**src/usb_pkg.sv**
```systemverilog
// Package for the sync-busy and receive-error-count block.
// Assumes a single 100 MHz clock domain; registers sit at fixed byte offsets.
package usb_pkg;
  // Register offsets
  localparam logic [7:0]  OFF_CTRL_FIRST       = 8'h00;
  localparam logic [7:0]  OFF_CTRL_SECOND      = 8'h04;
  localparam logic [7:0]  OFF_SYNC_BUSY        = 8'h1c;
  localparam logic [7:0]  OFF_ERR_COUNT        = 8'h20;
  // First control register fields
  localparam int          CF_SOFT_RESET_BIT    = 0;
  localparam int          CF_ENABLE_BIT        = 1;
  localparam int          CF_FRAME_FMT_LSB     = 24;
  localparam int          FRAME_FMT_BITS       = 4;
  localparam logic [3:0]  FRAME_FMT_SMART_CARD = 4'h7;
  // Sync busy fields
  localparam int          SB_SOFT_RESET_BIT    = 0;
  localparam int          SB_ENABLE_BIT        = 1;
  localparam int          SB_CTRL_SECOND_BIT   = 2;
  localparam int          SB_ERR_COUNT_BIT     = 3;
  // Reset values
  localparam logic [31:0] CTRL_FIRST_RESET     = 32'h0000_0000;
  localparam logic [31:0] CTRL_SECOND_RESET    = 32'h0000_0000;
  localparam logic [7:0]  ERR_COUNT_RESET      = 8'h00;
  // Error counter ceiling
  localparam logic [7:0]  ERR_COUNT_MAX        = 8'hff;
  // Synchroniser delay in cycles
  localparam int          SYNC_CYCLES          = 3;
endpackage

```
**src/usb_sync_timer.sv**
```systemverilog
// One busy flag that stays up for a fixed number of cycles after a start pulse.
// Assumes start is a one-cycle pulse in the clock domain.
module usb_sync_timer #(
  parameter int CYCLES = 3
) (
  input  wire logic clock,
  input  wire logic sys_rst,
  input  wire logic start,
  output logic      busy
);
  logic [3:0] cnt_q;

  // Count down while busy; a new start reloads
  always_ff @(posedge clock or posedge sys_rst) begin
    if (sys_rst) begin
      cnt_q <= 4'h0;
    end else if (start) begin
      cnt_q <= 4'(CYCLES);
    end else if (cnt_q != 4'h0) begin
      cnt_q <= cnt_q - 4'h1;
    end
  end

  assign busy = (cnt_q != 4'h0);
endmodule

```
**src/usb_sync_busy.sv**
```systemverilog
// Sync-busy tracking and smart-card receive error counter.
// Assumes a simple register port (sel/write/addr/wdata) and error pulses from the receiver.
module usb_sync_busy (
  input  wire logic        clock,
  input  wire logic        sys_rst,
  input  wire logic        reg_sel,
  input  wire logic        reg_write,
  input  wire logic [7:0]  reg_addr,
  input  wire logic [31:0] reg_wdata,
  input  wire logic        sleep_wake,
  input  wire logic        parity_err,
  input  wire logic        nack_err,
  output logic [31:0]      reg_rdata,
  output logic             reg_ready,
  output logic             reg_error,
  output logic             periph_enable,
  output logic [31:0]      ctrl_second_out
);
  logic [31:0] ctrl_first_q;
  logic [31:0] ctrl_second_q;
  logic [7:0]  rxerr_q;
  logic [7:0]  rxerr_d;
  logic        wr_first;
  logic        wr_second;
  logic        rd_rxerr;
  logic        srst_start;
  logic        en_start;
  logic        second_start;
  logic        rx_start;
  logic        srst_busy;
  logic        en_busy;
  logic        second_busy;
  logic        rx_busy;
  logic        bad_second;
  logic        err_event;
  logic        smart_card;
  logic [31:0] rdata_d;
  logic        srst_done;
  logic        srst_busy_q;

  // Address decode
  always_comb begin
    wr_first  = 1'b0;
    wr_second = 1'b0;
    rd_rxerr  = 1'b0;
    if (reg_sel && reg_write && reg_addr == usb_pkg::OFF_CTRL_FIRST) begin
      wr_first = 1'b1;
    end else if (reg_sel && reg_write && reg_addr == usb_pkg::OFF_CTRL_SECOND) begin
      wr_second = 1'b1;
    end else if (reg_sel && !reg_write && reg_addr == usb_pkg::OFF_ERR_COUNT) begin
      rd_rxerr = 1'b1;
    end
  end

  // Start pulses; a reset request outranks every other part of the same write
  assign bad_second   = wr_second && second_busy;
  assign srst_start   = wr_first && reg_wdata[usb_pkg::CF_SOFT_RESET_BIT] && !srst_busy;
  assign en_start     = wr_first && !reg_wdata[usb_pkg::CF_SOFT_RESET_BIT] && !srst_busy;
  assign second_start = wr_second && !bad_second && ctrl_first_q[usb_pkg::CF_ENABLE_BIT];
  assign smart_card   = ctrl_first_q[usb_pkg::CF_FRAME_FMT_LSB +: usb_pkg::FRAME_FMT_BITS]
                        == usb_pkg::FRAME_FMT_SMART_CARD;
  assign err_event    = smart_card && (parity_err || nack_err);
  assign rx_start     = err_event || sleep_wake;

  // Busy timers, one per synchronised item
  usb_sync_timer #(.CYCLES(usb_pkg::SYNC_CYCLES)) u_srst_timer (
    .clock(clock), .sys_rst(sys_rst), .start(srst_start), .busy(srst_busy));
  usb_sync_timer #(.CYCLES(usb_pkg::SYNC_CYCLES)) u_en_timer (
    .clock(clock), .sys_rst(sys_rst), .start(en_start), .busy(en_busy));
  usb_sync_timer #(.CYCLES(usb_pkg::SYNC_CYCLES)) u_second_timer (
    .clock(clock), .sys_rst(sys_rst), .start(second_start), .busy(second_busy));
  usb_sync_timer #(.CYCLES(usb_pkg::SYNC_CYCLES)) u_rx_timer (
    .clock(clock), .sys_rst(sys_rst), .start(rx_start), .busy(rx_busy));

  // Software reset completes when its busy timer falls
  always_ff @(posedge clock or posedge sys_rst) begin
    if (sys_rst) begin
      srst_busy_q <= 1'b0;
    end else begin
      srst_busy_q <= srst_busy;
    end
  end
  assign srst_done = srst_busy_q && !srst_busy;

  // First control register; reset request reads back until done
  always_ff @(posedge clock or posedge sys_rst) begin
    if (sys_rst) begin
      ctrl_first_q <= usb_pkg::CTRL_FIRST_RESET;
    end else if (srst_done) begin
      ctrl_first_q <= usb_pkg::CTRL_FIRST_RESET;
    end else if (srst_start) begin
      ctrl_first_q[usb_pkg::CF_SOFT_RESET_BIT] <= 1'b1;
    end else if (en_start) begin
      ctrl_first_q <= reg_wdata;
    end
  end

  // Second control register; busy writes are dropped
  always_ff @(posedge clock or posedge sys_rst) begin
    if (sys_rst) begin
      ctrl_second_q <= usb_pkg::CTRL_SECOND_RESET;
    end else if (srst_done) begin
      ctrl_second_q <= usb_pkg::CTRL_SECOND_RESET;
    end else if (wr_second && !bad_second && !srst_busy) begin
      ctrl_second_q <= reg_wdata;
    end
  end

  // Error counter: saturating, cleared on read, an error in the read cycle counts from zero
  always_comb begin
    rxerr_d = rxerr_q;
    if (rd_rxerr) begin
      rxerr_d = usb_pkg::ERR_COUNT_RESET;
    end
    if (err_event && rxerr_d != usb_pkg::ERR_COUNT_MAX) begin
      rxerr_d = rxerr_d + 8'h01;
    end
    if (srst_done) begin
      rxerr_d = usb_pkg::ERR_COUNT_RESET;
    end
  end

  // Error counter register
  always_ff @(posedge clock or posedge sys_rst) begin
    if (sys_rst) begin
      rxerr_q <= usb_pkg::ERR_COUNT_RESET;
    end else begin
      rxerr_q <= rxerr_d;
    end
  end

  // Read mux
  always_comb begin
    rdata_d = 32'h0000_0000;
    if (reg_addr == usb_pkg::OFF_CTRL_FIRST) begin
      rdata_d = ctrl_first_q;
    end else if (reg_addr == usb_pkg::OFF_CTRL_SECOND) begin
      rdata_d = ctrl_second_q;
    end else if (reg_addr == usb_pkg::OFF_SYNC_BUSY) begin
      rdata_d[usb_pkg::SB_SOFT_RESET_BIT]  = srst_busy;
      rdata_d[usb_pkg::SB_ENABLE_BIT]      = en_busy;
      rdata_d[usb_pkg::SB_CTRL_SECOND_BIT] = second_busy;
      rdata_d[usb_pkg::SB_ERR_COUNT_BIT]   = rx_busy;
    end else if (reg_addr == usb_pkg::OFF_ERR_COUNT) begin
      rdata_d[7:0] = rxerr_q;
    end
  end

  // Registered bus answer, one cycle after the access
  always_ff @(posedge clock or posedge sys_rst) begin
    if (sys_rst) begin
      reg_rdata <= 32'h0000_0000;
      reg_ready <= 1'b0;
      reg_error <= 1'b0;
    end else begin
      reg_rdata <= (reg_sel && !reg_write) ? rdata_d : 32'h0000_0000;
      reg_ready <= reg_sel;
      reg_error <= bad_second;
    end
  end

  // Registered control outputs; the done cycle is masked so no stale enable slips out
  always_ff @(posedge clock or posedge sys_rst) begin
    if (sys_rst) begin
      periph_enable   <= 1'b0;
      ctrl_second_out <= usb_pkg::CTRL_SECOND_RESET;
    end else begin
      periph_enable   <= ctrl_first_q[usb_pkg::CF_ENABLE_BIT] && !srst_busy && !srst_done;
      ctrl_second_out <= ctrl_second_q;
    end
  end
endmodule

```
**config.mk**
```make
export PLATFORM = sky130hd
export DESIGN_NAME = usb_sync_busy
export DESIGN_NICKNAME = d
export VERILOG_FILES = /design/src/usb_pkg.sv /design/src/usb_sync_timer.sv /design/src/usb_sync_busy.sv
export SDC_FILE = /design/constraint.sdc
export NUM_CORES = 1
export LEC_CHECK = 0
export BUFFER_PORTS_ARGS = -buffer_cell sky130_fd_sc_hd__buf_2
export CORE_AREA = 3 3 115 117
export CTS_BUF_LIST = sky130_fd_sc_hd__clkbuf_16
export DETAILED_ROUTE_END_ITERATION = 16
export DIE_AREA = 0 0 118 120
export PLACE_DENSITY = 0.8
export SYNTH_ARGS = -nofsm -noshare
export SYNTH_HDL_FRONTEND = slang
export SYNTH_SLANG_ARGS = --single-unit
export TNS_END_PERCENT = 10
```
**constraint.sdc**
```tcl
create_clock -name clock -period 6.63 [get_ports clock]
set_input_delay 0.9945 -clock clock [delete_from_list [all_inputs] [get_ports clock]]
set_output_delay 0.9945 -clock clock [all_outputs]
set_load 0.02 [all_outputs]
```
==> impl_metrics.ini <==
[final_layout]
drive_above_1_share_pct = 26.8
fin_area_um2 = 8060
nNetsFinal = 798
final_core_util_pct = 64.6
multiInputGateArea_um2 = 2630
areaGrowthSynthToFinish_pct = 18.8
fillers = 956
regArea_um2 = 3900

[hold_path]
min_path_cells = 0
hp-class = flop to flop
hp-start = ctrl_second_q[19]$_DFFE_PP0P_
whs_endpoint = ctrl_second_out[19]$_DFF_PP0_

[timing]
fmax_mhz = 308
final-setup-viol-count = 0
relSlewSlack_pct = 21.4
fin_crit_ps = 3250
skew_ps = 9.04
setup-tns-final_ps = 0
rsz0062_at_grt = no
hold_violations = 0
finalMaxSlewViolations = 0
final.period_utilization_pct = 49.0
tightest_slew_ps = 1180

[route]
routedWlPerCell_um = 19.1
vias_per_cell = 5.92
drt_pass1_iterations = 9
drt_iter0_drc = 639
vias = 5511
finalWirelength_um = 17800
ant_nets = 0
post-route-drc-count = 0

[critical_path]
r2r.worst_path.cells = 9
crit_chain = buf_2 > nor4_2 > nand3_1 > and2_1 > ha_1 > nand3_1 > nor2_1 > a2111oi_2 > mux2i_1
crit_type = input port to flop
max_stage_delay_ps = 520
critPathArrivalTime_ps = 3590
r2r_setup_slack_ps = 3780
required_ps = 6970
path_common_cell = nand3_1
cp_slowest_cell = nand3_1
start_kind = input port
endpoint_kind = flop
reg2reg_from = u_srst_timer.cnt_q[0]$_DFFE_PP0P_
cp_max_fo = 16
reg2reg_to = ctrl_first_q[28]$_DFFE_PP0P_

[pwr]
leakage_nw = 3.92
power_mw = 2.63
comb_power_share_pct = 18.3
irDropWorstVdd_mv = 0.230
p_seq_share_pct = 43.3
swShare_pct = 30.7
p_sw_mw = 0.807
p_int_mw = 1.82
p_clk_share_pct = 38.4
powerDensity_nw_per_um2 = 326

[logic_synthesis]
synth_common_cells = dfrtp_1, nand2_1, nand3_1
synth_top_area_cell = dfrtp_1
synth_xor_area_share_pct = 0.516
synth_compound_area_share_pct = 10.8
async_reset_ff_share_pct = 100
syn-instance-count = 645
synthFlopType = dfrtp_1
yosysSeqAreaShare_pct = 57.5
postSynthNetCount = 698
yosys.area_share.adder_pct = 1.11
synth_top_cells_by_area = dfrtp_1, nand3_1, nand2_1
synth.distinct_cells = 49
synth-edff-count = 0
syn_avg_cell_area_um2 = 10.5
synth_simple_gate_area_share_pct = 23.5
synth_area_um2 = 6790
synth_seq_cells = 156
synth_top_family_by_area = simple AND/OR/NAND/NOR gates
yosysWarningCount = 0
yosysTopAreaCellShare_pct = 57.5
yosys-mux-area-fraction_pct = 2.75
synth.most_common_cell = dfrtp_1

[global_route]
antenna_found_initial = 1
grt_pass1_vias = 5638
grt_max_degree = 82
grt_usage_pct = 25.9
grt_pass1_wl_um = 28600
overflow = 0

[die]
die_w_um = 118
die-area_um2 = 14200
ios = 114
die_y_um = 120
num_rows = 41
start_util_pct = 54.4
coreArea_um2 = 12500

[status]
outcome = finished, final reports clean

[cts]
cts-htree-levels = 4
post_cts_buffers = 0
path_clk_slew_ps = 70
postCtsResizedCells = 0
cts_buffers = 17
cts_hold_buf = 0
clk_latency_ps = 430
cts.sinks = 156
cts_tree = done
root_buffer = clkbuf_16
cts_buffer_depth = 2

[placement]
place_congestion = 0.888
io_buffer_count = 113
dp_hpwl_um = 11000
place_area_um2 = 7440

[flow_run]
cap_violations = 0
[critical path: cells and delay by family]
family	cells	cell delay, ps
simple gates	5	1530
compound gates	1	430
mux	1	230
fa+ha+maj	1	220
buf+inv	1	170
[flip-flops by register name, summed over array words and instances, names as in the netlist]
signal and flops:
reg_rdata 32, ctrl_second_out 32, srst_busy_q 1, rxerr_q 8
u_rx_timer.cnt_q 4, ctrl_second_q 32, reg_ready 1, periph_enable 1
u_en_timer.cnt_q 4, ctrl_first_q 32, u_srst_timer.cnt_q 4, u_second_timer.cnt_q 4
reg_error 1
[routing by layer]
layer,share of wire [%],GRT usage [%],vias up
met5,0,0,-
met4,2.7,12.7,0
met2,50,42.1,255
li1,-,-,2463
met3,6.5,5.37,44
met1,41,33.3,2749
[area by class of cell]
cell class	instances	area share, %
antenna	1	0.0311
clock buffer	17	5.28
timing repair buffer	123	7.95
sequential	156	48.4
tap	172	2.67
inverter	13	0.668
multi-input combinational	434	32.6
clock inverter	15	2.33
[logic make-up (layout without fill, tap and decap cells)]
kind of cell	count (synthesis)	in the layout
simple gates	311	311
flops	156	156
compound gates	95	95
buf+inv	55	168
mux	18	18
fa+ha+maj	6	6
xor+xnor	4	4
other cells	0	1
[power by group through the flow]
stage / clock network [mW] / registers [mW] / logic, mW
floorplan: 0 / 1.17 / 0.293
global placement: 0 / 1.14 / 0.452
detailed placement: 0 / 1.15 / 0.475
global route: 1.06 / 1.15 / 0.531
CTS: 1.02 / 1.14 / 0.480
finish: 1.01 / 1.14 / 0.480
[stage by stage]
stage               hold slack [ps]  cells  worst slack [ps]
floorplan                       394    645              1430
global placement                404    898              3110
detailed placement              410    898              2990
CTS                             421    930              3410
global route                    436    931              3150
finish                          426    931              3380
[cells in the final DEF, fill, tap and decap left out, drive strengths merged, types with 6 or more instances in the layout]
cell type / n
nor2: 38
nand2: 106
mux2i: 13
buf: 123
nand3: 77
nand3b: 34
dfrtp: 156
and2: 9
a211oi: 7
inv: 18
nor3: 6
ha: 6
clkbuf: 17
or3: 7
a22oi: 28
nor4: 8
a21o: 8
a21oi: 38
[worst max-delay path by stage]
| stage | from | endpoint | slack [ps] |
|---|---|---|---|
| after floorplan | sys_rst | ctrl_first_q[0]$_DFFE_PP0P_ | 1430 |
| after global placement | reg_addr[2] | rxerr_q[5]$_DFF_PP0_ | 3110 |
| after detailed placement | reg_addr[2] | rxerr_q[5]$_DFF_PP0_ | 2990 |
| after CTS | reg_addr[2] | rxerr_q[5]$_DFF_PP0_ | 3410 |
| after global routing | reg_addr[2] | rxerr_q[5]$_DFF_PP0_ | 3150 |
| final | reg_addr[2] | rxerr_q[5]$_DFF_PP0_ | 3380 |
Power figures use the tool's default switching activity.
